==> config.mk <==
export PLATFORM = sky130hd
export DESIGN_NAME = pulse_dialer_with_redial
export DESIGN_NICKNAME = d
export VERILOG_FILES = /design/src/hdl/dialer_pkg.sv /design/src/hdl/digit_mem.sv /design/src/hdl/pulse_dialer_with_redial.sv
export SDC_FILE = /design/constraint.sdc
export NUM_CORES = 1
export LEC_CHECK = 0
export ABC_AREA = 1
export BUFFER_PORTS_ARGS = -buffer_cell sky130_fd_sc_hd__buf_2
export CAP_MARGIN = 40
export CORE_ASPECT_RATIO = 1.5
export CORE_MARGIN = 2
export CORE_UTILIZATION = 40
export CTS_BUF_LIST = sky130_fd_sc_hd__clkbuf_2 sky130_fd_sc_hd__clkbuf_4 sky130_fd_sc_hd__clkbuf_8
export DETAILED_ROUTE_END_ITERATION = 10
export GPL_ROUTABILITY_DRIVEN = 0
export GPL_TIMING_DRIVEN = 0
export PLACE_DENSITY_LB_ADDON = 0.12
export SETUP_SLACK_MARGIN = 0.4
export SYNTH_ARGS = -nofsm -noshare
export SYNTH_HDL_FRONTEND = slang
export SYNTH_SLANG_ARGS = --single-unit
==> constraint.sdc <==
create_clock -name i_core_clk -period 6.43 [get_ports i_core_clk]
set_clock_uncertainty 0.1 [all_clocks]
set_input_delay 0.3215 -clock i_core_clk [delete_from_list [all_inputs] [get_ports i_core_clk]]
set_output_delay 0.3215 -clock i_core_clk [all_outputs]
set_load 0.03 [all_outputs]
==> src/hdl/dialer_pkg.sv <==
// constants shared by the pulse dialer and its digit memory
package dialer_pkg;
   // ==========================================================
   // clock and time base
   localparam int unsigned CLK_MHZ        = 10;
   localparam int unsigned TICK_US        = 1000;
   localparam int unsigned TICK_CYCLES    = TICK_US * CLK_MHZ;
   // ==========================================================
   // times in ms ticks
   localparam int unsigned DEBOUNCE_MS    = 20;
   localparam int unsigned PREDIAL_MS     = 300;
   localparam int unsigned INTERDIGIT_MS  = 800;
   localparam int unsigned PERIOD10_MS    = 100;
   localparam int unsigned PERIOD20_MS    = 50;
   localparam int unsigned BRK10_A_MS     = 60;
   localparam int unsigned BRK10_B_MS     = 67;
   localparam int unsigned BRK20_A_MS     = 30;
   localparam int unsigned BRK20_B_MS     = 33;
   localparam int unsigned ONHOOK_MIN_MS  = 500;
   localparam int unsigned ONHOOK_CYCLES  = ONHOOK_MIN_MS * TICK_CYCLES;
   // ==========================================================
   // memory and key layout
   localparam int unsigned MEM_DEPTH      = 17;
   localparam int unsigned MEM_AW         = 5;
   localparam int unsigned DIGIT_W        = 4;
   localparam int unsigned ROWS           = 4;
   localparam int unsigned COLS           = 3;
   localparam logic [3:0]  KEY_STAR       = 4'h9;
   localparam logic [3:0]  KEY_ZERO       = 4'hA;
   localparam logic [3:0]  KEY_HASH       = 4'hB;
   localparam logic [3:0]  ZERO_PULSES    = 4'hA;
   localparam int unsigned TMR_W          = 12;

   typedef enum logic [2:0] {
      ST_IDLE, ST_PAUSE, ST_FETCH, ST_LOAD, ST_BREAK, ST_MAKE, ST_GAP
   } dial_state_e;
endpackage

==> src/hdl/digit_mem.sv <==
// small digit store with registered read data
`timescale 1ns/10ps
module digit_mem #(
   parameter int unsigned DEPTH = dialer_pkg::MEM_DEPTH,
   parameter int unsigned AW    = dialer_pkg::MEM_AW,
   parameter int unsigned WIDTH = dialer_pkg::DIGIT_W
) (
   input  wire logic             i_core_clk,
   input  wire logic             i_wr_en,
   input  wire logic [AW-1:0]    i_wr_addr,
   input  wire logic [WIDTH-1:0] i_wr_data,
   input  wire logic [AW-1:0]    i_rd_addr,
   output logic      [WIDTH-1:0] o_rd_data
);
   import dialer_pkg::*;

   logic [WIDTH-1:0] mem_q [DEPTH];

   always_ff @(posedge i_core_clk) begin
      if (i_wr_en && (i_wr_addr < AW'(DEPTH))) begin
         mem_q[i_wr_addr] <= i_wr_data;
      end
   end

   always_ff @(posedge i_core_clk) begin
      o_rd_data <= (i_rd_addr < AW'(DEPTH)) ? mem_q[i_rd_addr] : '0;
   end
endmodule // digit_mem

==> src/hdl/pulse_dialer_with_redial.sv <==
// pulse dialer with redial: keypad checking, digit store, line pulsing
`timescale 1ns/10ps
// Contract
// each key digit becomes rotary-style line pulses
// off-hook, store key only when exactly one down
// seventeen digits kept, first seventeen form redial
// first digit clears memory, pause, then pulse
// digits keyed while pulsing append, all sent; digits keyed after the seventeenth are dropped and never sent
// hash or star redials after long on-hook
// on-hook: time base halted, keys ignored
// select pins pick pulse rate and ratio
module pulse_dialer_with_redial #(
   parameter int unsigned TICK_CYCLES   = dialer_pkg::TICK_CYCLES,
   parameter int unsigned ONHOOK_CYCLES = dialer_pkg::ONHOOK_CYCLES
) (
   input  wire logic                       i_core_clk,
   input  wire logic                       i_rst_n,
   input  wire logic                       i_off_hook,
   input  wire logic [dialer_pkg::ROWS-1:0] i_row_n,
   input  wire logic [dialer_pkg::COLS-1:0] i_col_n,
   input  wire logic                       i_rate20_sel,
   input  wire logic                       i_ratio_sel,
   output logic                            o_line_break,
   output logic                            o_mute,
   output logic                            o_osc_run
);
   import dialer_pkg::*;

   // ==========================================================
   // time base, halted on-hook
   logic [31:0] div_q;
   logic        tick_q;
   logic        off_q;

   always_ff @(posedge i_core_clk) begin
      off_q <= i_rst_n ? i_off_hook : 1'b0;
   end

   always_ff @(posedge i_core_clk) begin
      if (!i_rst_n || !off_q) begin
         div_q  <= '0;
         tick_q <= 1'b0;
      end else if (div_q == TICK_CYCLES - 1) begin
         div_q  <= '0;
         tick_q <= 1'b1;
      end else begin
         div_q  <= div_q + 32'd1;
         tick_q <= 1'b0;
      end
   end

   // ==========================================================
   // keypad check
   logic [1:0] row_idx, col_idx;
   logic [2:0] row_cnt, col_cnt;
   logic       one_key;
   logic       any_key;

   always_comb begin
      row_cnt = '0;
      col_cnt = '0;
      row_idx = '0;
      col_idx = '0;
      for (int i = 0; i < ROWS; i++) begin
         if (!i_row_n[i]) begin
            row_cnt = row_cnt + 3'd1;
            row_idx = 2'(i);
         end
      end
      for (int j = 0; j < COLS; j++) begin
         if (!i_col_n[j]) begin
            col_cnt = col_cnt + 3'd1;
            col_idx = 2'(j);
         end
      end
      one_key = (row_cnt == 3'd1) && (col_cnt == 3'd1);
      any_key = (row_cnt != 3'd0) || (col_cnt != 3'd0);
   end

   logic [3:0] code;
   assign code = 4'({row_idx, 2'b00} - {2'b00, row_idx} + {2'b00, col_idx});

   logic [3:0]  cand_q;
   logic [5:0]  deb_q;
   logic        held_q;
   logic        key_stb_q;
   logic [3:0]  key_q;

   // a key must stay single and steady, then be released before the next
   always_ff @(posedge i_core_clk) begin
      key_stb_q <= 1'b0;
      if (!i_rst_n || !off_q) begin
         deb_q  <= '0;
         held_q <= 1'b0;
         cand_q <= '0;
         key_q  <= '0;
      end else if (!any_key) begin
         deb_q  <= '0;
         held_q <= 1'b0;
      end else if (!one_key || code != cand_q) begin
         deb_q  <= '0;
         cand_q <= code;
      end else if (tick_q && !held_q) begin
         if (deb_q == 6'(DEBOUNCE_MS - 1)) begin
            held_q    <= 1'b1;
            key_stb_q <= 1'b1;
            key_q     <= cand_q;
         end else begin
            deb_q <= deb_q + 6'd1;
         end
      end
   end

   // ==========================================================
   // hook timer for redial permission
   logic [31:0] hook_q;
   logic        redial_ok_q;

   always_ff @(posedge i_core_clk) begin
      if (!i_rst_n) begin
         hook_q <= '0;
      end else if (off_q) begin
         hook_q <= '0;
      end else if (hook_q != ONHOOK_CYCLES) begin
         hook_q <= hook_q + 32'd1;
      end
   end

   // ==========================================================
   // digit store and dial sequencer
   dial_state_e          st_q;
   logic [MEM_AW-1:0]    wr_cnt_q;
   logic [MEM_AW-1:0]    rd_ptr_q;
   logic                 call_q;
   logic [TMR_W-1:0]     tmr_q;
   logic [3:0]           pulses_q;
   logic [DIGIT_W-1:0]   rd_data;
   logic                 is_redial_key;
   logic                 wr_en;
   logic [MEM_AW-1:0]    wr_addr;
   logic [DIGIT_W-1:0]   wr_digit;
   logic [TMR_W-1:0]     brk_ms, mk_ms;

   assign is_redial_key = (key_q == KEY_STAR) || (key_q == KEY_HASH);
   assign wr_en   = key_stb_q && !is_redial_key && (!call_q || wr_cnt_q < MEM_AW'(MEM_DEPTH));
   assign wr_addr = call_q ? wr_cnt_q : '0;
   assign wr_digit = (key_q == KEY_ZERO) ? ZERO_PULSES : key_q + 4'd1;

   always_comb begin
      if (i_rate20_sel) begin
         brk_ms = i_ratio_sel ? TMR_W'(BRK20_B_MS) : TMR_W'(BRK20_A_MS);
         mk_ms  = TMR_W'(PERIOD20_MS) - brk_ms;
      end else begin
         brk_ms = i_ratio_sel ? TMR_W'(BRK10_B_MS) : TMR_W'(BRK10_A_MS);
         mk_ms  = TMR_W'(PERIOD10_MS) - brk_ms;
      end
   end

   digit_mem #(
      .DEPTH (MEM_DEPTH),
      .AW    (MEM_AW),
      .WIDTH (DIGIT_W)
   ) u_mem (
      .i_core_clk (i_core_clk),
      .i_wr_en    (wr_en),
      .i_wr_addr  (wr_addr),
      .i_wr_data  (wr_digit),
      .i_rd_addr  (rd_ptr_q),
      .o_rd_data  (rd_data)
   );

   always_ff @(posedge i_core_clk) begin
      if (!i_rst_n) begin
         redial_ok_q <= 1'b0;
      end else if (!off_q) begin
         redial_ok_q <= (hook_q == ONHOOK_CYCLES);
      end else if (key_stb_q) begin
         redial_ok_q <= 1'b0;
      end
   end

   always_ff @(posedge i_core_clk) begin
      if (!i_rst_n) begin
         wr_cnt_q <= '0;
      end else if (wr_en) begin
         wr_cnt_q <= wr_addr + MEM_AW'(1);
      end
   end

   always_ff @(posedge i_core_clk) begin
      if (!i_rst_n || !off_q) begin
         st_q     <= ST_IDLE;
         call_q   <= 1'b0;
         rd_ptr_q <= '0;
         tmr_q    <= '0;
         pulses_q <= '0;
      end else begin
         if (key_stb_q && !call_q) begin
            if (!is_redial_key) begin
               call_q   <= 1'b1;
               rd_ptr_q <= '0;
               st_q     <= ST_PAUSE;
               tmr_q    <= TMR_W'(PREDIAL_MS);
            end else if (redial_ok_q && wr_cnt_q != '0) begin
               call_q   <= 1'b1;
               rd_ptr_q <= '0;
               st_q     <= ST_PAUSE;
               tmr_q    <= TMR_W'(PREDIAL_MS);
            end
         end else begin
            case (st_q)
               ST_IDLE: begin
                  // leave on a tick so the first break of the digit is whole
                  if (tick_q && call_q && rd_ptr_q < wr_cnt_q) begin
                     st_q <= ST_FETCH;
                  end
               end
               ST_PAUSE: begin
                  if (tick_q) begin
                     if (tmr_q <= TMR_W'(1)) begin
                        st_q <= ST_FETCH;
                     end else begin
                        tmr_q <= tmr_q - TMR_W'(1);
                     end
                  end
               end
               ST_FETCH: begin
                  st_q <= ST_LOAD;
               end
               ST_LOAD: begin
                  pulses_q <= rd_data;
                  rd_ptr_q <= rd_ptr_q + MEM_AW'(1);
                  tmr_q    <= brk_ms;
                  st_q     <= ST_BREAK;
               end
               ST_BREAK: begin
                  if (tick_q) begin
                     if (tmr_q <= TMR_W'(1)) begin
                        tmr_q <= mk_ms;
                        st_q  <= ST_MAKE;
                     end else begin
                        tmr_q <= tmr_q - TMR_W'(1);
                     end
                  end
               end
               ST_MAKE: begin
                  if (tick_q) begin
                     if (tmr_q > TMR_W'(1)) begin
                        tmr_q <= tmr_q - TMR_W'(1);
                     end else if (pulses_q > 4'd1) begin
                        pulses_q <= pulses_q - 4'd1;
                        tmr_q    <= brk_ms;
                        st_q     <= ST_BREAK;
                     end else begin
                        pulses_q <= '0;
                        tmr_q    <= TMR_W'(INTERDIGIT_MS);
                        st_q     <= ST_GAP;
                     end
                  end
               end
               ST_GAP: begin
                  if (tick_q) begin
                     if (tmr_q > TMR_W'(1)) begin
                        tmr_q <= tmr_q - TMR_W'(1);
                     end else if (rd_ptr_q < wr_cnt_q) begin
                        st_q <= ST_FETCH;
                     end else begin
                        st_q <= ST_IDLE;
                     end
                  end
               end
               default: begin
                  st_q <= ST_IDLE;
               end
            endcase
         end
      end
   end

   // ==========================================================
   // registered outputs
   always_ff @(posedge i_core_clk) begin
      if (!i_rst_n) begin
         o_line_break <= 1'b0;
         o_mute       <= 1'b0;
         o_osc_run    <= 1'b0;
      end else begin
         // a hook drop clears the line together with the time base
         o_line_break <= (st_q == ST_BREAK) && off_q;
         o_mute       <= (st_q != ST_IDLE) && off_q;
         o_osc_run    <= off_q;
      end
   end
endmodule // pulse_dialer_with_redial

==> run_results.csv, run 1 <==
group,metric,value,unit
logic_synthesis,synth_warnings,0,
grt,antenna_found_initial,0,
clock_network,root_buffer,"clkbuf_8",
floorplanning,rows,71,
route,num_vias,8569,
clock_network,cts_tree,"built",
timing,post-route-min-period,2.293,ns
layout,area_delta_synth_final,8.837,%
critical_path,crit_type,"reg -> reg",
logic_synthesis,syn-num-nets,1401,
timing,worst_slew_pin_slew,0.8472,ns
floorplanning,ios,15,
route,wl_met2,13420,um
logic_synthesis,yosys.area_share.simple,30.43,%
clock_network,clk_pin_slew,0.10,ns
critical_path,cp_slowest_cell,"nor3_1",
clock_network,htreeDepth,4,
critical_path,worstPathRequired,6.43,ns
power_and_ir_drop,switchingPower,0.4755,mW
layout,final_nets,1437,
route,ant_nets,0,
power_and_ir_drop,comb_power_share,3.8,%
clock_network,cts.sinks,188,
logic_synthesis,yosys.area_share.xor_xnor,3.823,%
critical_path,rrSetupSlack,4.14,ns
layout,fin_area,10970,sq um
floorplanning,core,24960,sq um
timing,max_slew_margin,43.09,%
power_and_ir_drop,p_per_area,188.3,nW/um^2
route,wl,24980,um
critical_path,cp-end-kind,"flop",
route,first_pass_iters,5,
route,wire_per_inst,14.40,um
timing,hold_viol_final,0,
route,drtIter0Drc,408,
logic_synthesis,yosysUniqueCellTypes,47,
floorplanning,dieArea,26510,sq um
critical_path,crit_arrival,2.29,ns
grt,grt_max_degree,18,
logic_synthesis,synth-seq-area-share,44.09,%
grt,grt-ovfl-total,0,
grt,grt_pass1_wl,40860,um
grt,grt_pass1_vias,8360,
critical_path,path_common_cell,"nor2_1",
floorplanning,die_w,133.6,um
logic_synthesis,muxShareOfSynthArea,0,%
placement,placed_cell_area,10590,sq um
critical_path,start_kind,"flop",
route,routed.top_layer,"met4",
timing,fmax,436.1,MHz
power_and_ir_drop,p_seq_share,59.4,%
clock_network,clk_latency,0.48,ns
power_and_ir_drop,clock_power_share,36.8,%
placement,numPortBuffers,13,
logic_synthesis,avgSynthCellArea,7.423,sq um
logic_synthesis,netlist_instances,1358,
power_and_ir_drop,internal_power,1.591,mW
layout,drive_gt1_share,7.605,%
route,wl_met3,555,um
critical_path,worstPathCellList,"inv_1, ha_1, nor2_1, nor2_1, nor2_1, nand2_1, buf_2, nor3_1",
logic_synthesis,synth_top_family_by_area,"simple AND/OR/NAND/NOR gates",
clock_network,numCtsBuffers,17,
route,drc,0,
route,m1WireLength,10170,um
power_and_ir_drop,p_leak,4.194,nW
timing,rsz0062_at_grt,"false",
logic_synthesis,synth-compound-area-share,9.942,%
critical_path,cp_max_fo,10,
critical_path,critPathMaxStageDelay,0.66,ns
route,viasPerCell,4.939,
layout,antenna_cells,0,
timing,tns,0,ns
flow_run,maxCapViolCount,0,
placement,hpwl,19250,um
logic_synthesis,mappedNetlistArea,10080,sq um
power_and_ir_drop,switching_share,23.01,%
power_and_ir_drop,ir_drop,0.1232,mV
clock_network,clock_path_buffers,2,
floorplanning,dieHeight,198.4,um
timing,setup_viol,0,
logic_synthesis,synth_fa_ha_area_share,3.922,%
timing,fin_crit_sh,35.67,%
timing,slew_violations,0,
hold_path,hp-class,"in -> reg",
grt,grt_usage,19.51,%
logic_synthesis,ys_ff_latch,188,
timing,timing.hold.ws,0.04648,ns
clock_network,postCtsResizedCells,0,
floorplanning,start_util,40.38,%
status,status,"completed",
-- layer usage --
layer	track usage [%]	vias to the layer above
li1	-	4501
met3	2.676	56
met5	0	-
met4	8.511	0
met1	20.42	3892
met2	38.32	120
-- synthesized netlist by cell type, drive strengths merged --
library cell    n  area, sq um
nand2         312         1204
nor2          206        838.3
inv           174        653.1
dfxtp         120         2402
o21ai          92        464.2
nand3          88        463.0
a21oi          75        382.9
edfxtp         68         2042
nor3           42        215.2
xor2           35        306.5
ha             30        375.4
nand4          28        175.2
clkbuf         16        60.06
or2            13        81.34
buf            11        63.81
o22ai          11        68.82
xnor2           9        78.83
nor4            8        50.05
nand3b          3        22.52
o221ai          3        26.28
a211oi          2        15.01
a31oi           2        12.51
and2            2        12.51
clkinv          2        8.750
a22o            1        8.760
a31o            1        8.760
fa              1        20.02
nand2b          1        6.260
o21a            1        7.510
o31ai           1        7.510
-- placed cells by master, fill, tap and decap left out, drive strengths merged, types with 38 or more instances in the layout --
| cell | instances |
|---|---|
| inv | 178 |
| nor3 | 42 |
| dfxtp | 120 |
| nor2 | 206 |
| a21oi | 75 |
| nand2 | 312 |
| clkbuf | 38 |
| o21ai | 92 |
| nand3 | 88 |
| edfxtp | 68 |
-- final timing paths --
| check | start | endpoint | cells after the start |
|---|---|---|---|
| worst min-delay path | i_rst_n | off_q | 3 |
| worst min register to register | div_q[0] | div_q[0] | 1 |
| worst max register to register | key_q[1] | u_mem.mem_q[3][1] | 8 |
| worst max-delay path | key_q[1] | u_mem.mem_q[3][1] | 8 |
-- power groups by stage --
stage	sequential, mW	combinational, mW	clock, mW
floorplan	1.25	0.0563	0
global placement	1.26	0.0781	0
detailed placement	1.26	0.0790	0
CTS	1.23	0.0799	0.791
global route	1.23	0.0913	0.832
finish	1.23	0.0780	0.761
-- flip-flops by register name, indices dropped and copies added (netlist names), 3 cells and up --
register	count
u_mem.o_rd_data	4
cand_q	4
div_q	32
rd_ptr_q	5
st_q	3
pulses_q	4
tmr_q	12
key_q	4
wr_cnt_q	5
hook_q	32
u_mem.mem_q	68
deb_q	6
-- repair_timing --
action | CTS | global route
hold endpoints to repair | 1 | 0
setup endpoints to repair | 0 | 0
hold buffers | 1 | 0
setup buffers | 0 | 0
-- metrics by stage --
step                      power, mW  worst slack [ns]  std cells  util (%)
after detailed placement      1.334             3.811       1702     42.41
after global placement        1.333             3.808       1699     42.29
after CTS                     2.098             4.054       1735     43.95
after floorplan               1.311             4.170       1358         -
final                         2.066             4.137       1735     43.95
after global routing          2.151             3.902       1735     43.95
-- area by class of cell --
type	instances	area, sq um
plain buffers	27	123.9
clock buffers	22	284.0
clock inverters	10	91.34
fillers	2600	13990
inverters	176	661.9
multi-input cells	967	4851
flip-flops and latches	188	4444
well taps	328	410.4
repair buffers	17	105.1
-- worst max-delay path: cells and delay by family, from the launching register on --
kind / cells / cell delay [ns]
buf+inv: 2 / 0.24
fa+ha+maj: 1 / 0.17
flops: 1 / 0.41
simple gates: 5 / 1.00
-- kinds of logic after synthesis --
logic type,count (synthesis)
XOR/XNOR,44
flip-flops,188
AND/OR/NAND/NOR,703
AO/OA/AOI/OAI,189
adder cells (fa/ha/maj),31
buffers and inverters,203
(Power assumes the default switching activity.)
==> run 2: changes to the inputs <==
==> constraint.sdc (replaced) <==
create_clock -name i_core_clk -period 2.1 [get_ports i_core_clk]
set_clock_uncertainty 0.1 [all_clocks]
set_input_delay 0.105 -clock i_core_clk [delete_from_list [all_inputs] [get_ports i_core_clk]]
set_output_delay 0.105 -clock i_core_clk [all_outputs]
set_load 0.03 [all_outputs]
==> run_results.csv, run 2 (synthesis gave the netlist of run 1 again) <==
group,metric,value,unit
floorplanning,ios,15,
status,status,"completed",
placement,dpl.cell_count,1701,
timing,hold_viol_final,0,
clock_network,clk_latency,0.48,ns
floorplanning,dieHeight,198.4,um
layout,final_nets,1523,
clock_network,cts.sinks,188,
critical_path,crit_type,"reg -> reg",
power_and_ir_drop,ir_drop,0.4815,mV
critical_path,cp_top_family,"simple AND/OR/NAND/NOR gates",
layout,reg_top3,"u_mem.mem_q x68, div_q x32, hook_q x32",
power_and_ir_drop,p_per_area,495.7,nW/um^2
layout,top_register,"u_mem.mem_q",
timing,post-route-min-period,1.864,ns
critical_path,r2r_cells,11,
route,wire_per_inst,14.96,um
clock_network,htreeDepth,4,
floorplanning,dieArea,26510,sq um
clock_network,root_buffer,"clkbuf_8",
grt,grt-ovfl-total,0,
critical_path,worstPathRequired,2.18,ns
power_and_ir_drop,p_leak,5.195,nW
layout,largest_reg_flops,68,
critical_path,critPathMaxStageDelay,0.39,ns
timing,worst_slew_pin_slew,0.6680,ns
clock_network,numCtsBuffers,17,
floorplanning,start_util,40.38,%
route,drtIter0Drc,364,
critical_path,crit_arrival,1.94,ns
layout,fin_cells,1821,
layout,area_delta_synth_final,32.84,%
critical_path,path_common_cell,"nor2_4",
grt,grt_pass1_vias,8925,
floorplanning,rows,71,
critical_path,crit_buf_inv,4,
route,wl,27240,um
hold_path,worstHoldPathCells,6,
timing,slew_violations,0,
floorplanning,die_w,133.6,um
layout,antenna_cells,0,
route,viasPerCell,5.031,
route,num_vias,9161,
critical_path,cp-end-kind,"flop",
critical_path,cp_max_fo,4,
layout,fin_area,13390,sq um
layout,final_cell_mix,"nand2_1, nor2_1, inv_1",
timing,setup_viol,0,
grt,grt_pass1_wl,43290,um
route,first_pass_iters,5,
clock_network,clock_path_buffers,2,
clock_network,clk_pin_slew,0.09,ns
grt,antenna_found_initial,0,
critical_path,start_kind,"flop",
placement,placed_cell_area,10680,sq um
hold_path,hp-class,"in -> reg",
grt,grt_usage,20.67,%
clock_network,cts_tree,"built",
grt,grt_max_degree,18,
timing,fmax,536.4,MHz
timing,rsz0062_at_grt,"true",
timing,fin_crit_sh,88.77,%
floorplanning,core,24960,sq um
placement,hpwl,19330,um
critical_path,cp_slowest_cell,"dfxtp_4",
placement,numPortBuffers,13,
layout,drive_gt1_share,32.48,%
layout,final_common_cell,"nand2_1",
critical_path,cp.depth,11,
timing,tns,0,ns
timing,max_slew_margin,55.30,%
route,drc,0,
critical_path,worstPathCellList,"inv_2, ha_4, nor2_4, nor2_4, nor2_2, nand2_1, inv_2, buf_6, buf_6, nand2_8, nor2_4",
flow_run,maxCapViolCount,0,
route,ant_nets,0,
## run 2: changes by cell type in the layout (fill, tap and decap cells not counted), sizes merged, moves of 3 or more
cell      previous run  this run
buf                 26       112
clkinv               5         8
inv                178       174
clkinvlp             2         5
clkbuf              38        31
## run 2: report_power, final
part,switching [mW],internal (mW),total [mW],leakage (nW)
Clock,1.32,1.21,2.53,0.201
Sequential,0.0115,3.74,3.75,1.55
Combinational,0.208,0.149,0.357,3.45
Total,1.54,5.09,6.64,5.20
## run 2: final timing paths
check | end | from | slack (ns)
setup / recovery | u_mem.mem_q[14][1] | key_q[1] | 0.24
hold reg to reg | key_q[3] | key_q[3] | 0.39
setup reg to reg | u_mem.mem_q[14][1] | key_q[1] | 0.24
hold / removal | cand_q[2] | i_row_n[3] | 0.02
## run 2: routing by layer
metal  part of all wire, %  global-route usage [%]  up-vias  wire length (um)
li1                      -                       -     4687                 -
met3                   1.8                   2.982       60               494
met2                    57                   40.49      133             15410
met1                    38                   21.11     4281             10380
met5                     0                       0        -                 0
met4                   3.5                   10.28        0               948
## run 2: metrics by stage
stage	power, mW	hold slack, ns	setup WS, ns	utilization, %
detailed placement	4.097	0.2297	-0.2778	42.78
finish	6.638	0.02210	0.2358	53.65
CTS	6.697	0.003056	0.2015	48.59
floorplan	4.026	0.09845	0.1136	-
global placement	4.095	0.2239	-0.2846	42.72
global route	6.900	0.08119	0.1336	53.65
## run 2: what timing repair did
| item | CTS | global route |
|---|---|---|
| pin swaps | 25 | 78 |
| setup buffers | 46 | 35 |
| hold buffers | 3 | 0 |
| setup endpoints to repair | 177 | 214 |
| hold endpoints to repair | 7 | 0 |
| resized for setup | 188 | 301 |
| gates cloned | 2 | 2 |
## run 2: final cells by class
cell class              count  area (sq um)
repair inverters            1         6.256
plain buffers              27         224.0
multi-input cells         969          6212
flip-flops and latches    188          4529
well taps                 328         410.4
repair buffers            100         874.6
fillers                  2345         11570
clock inverters            13         165.2
inverters                 176         720.7
clock buffers              19         249.0
## run 2: worst min-delay path: stages
cell and delay (ns):
buf_8 0.10, nand3_1 0.10, nand2_1 0.08, nand3_1 0.07
nand2_1 0.06, nor2_1 0.03
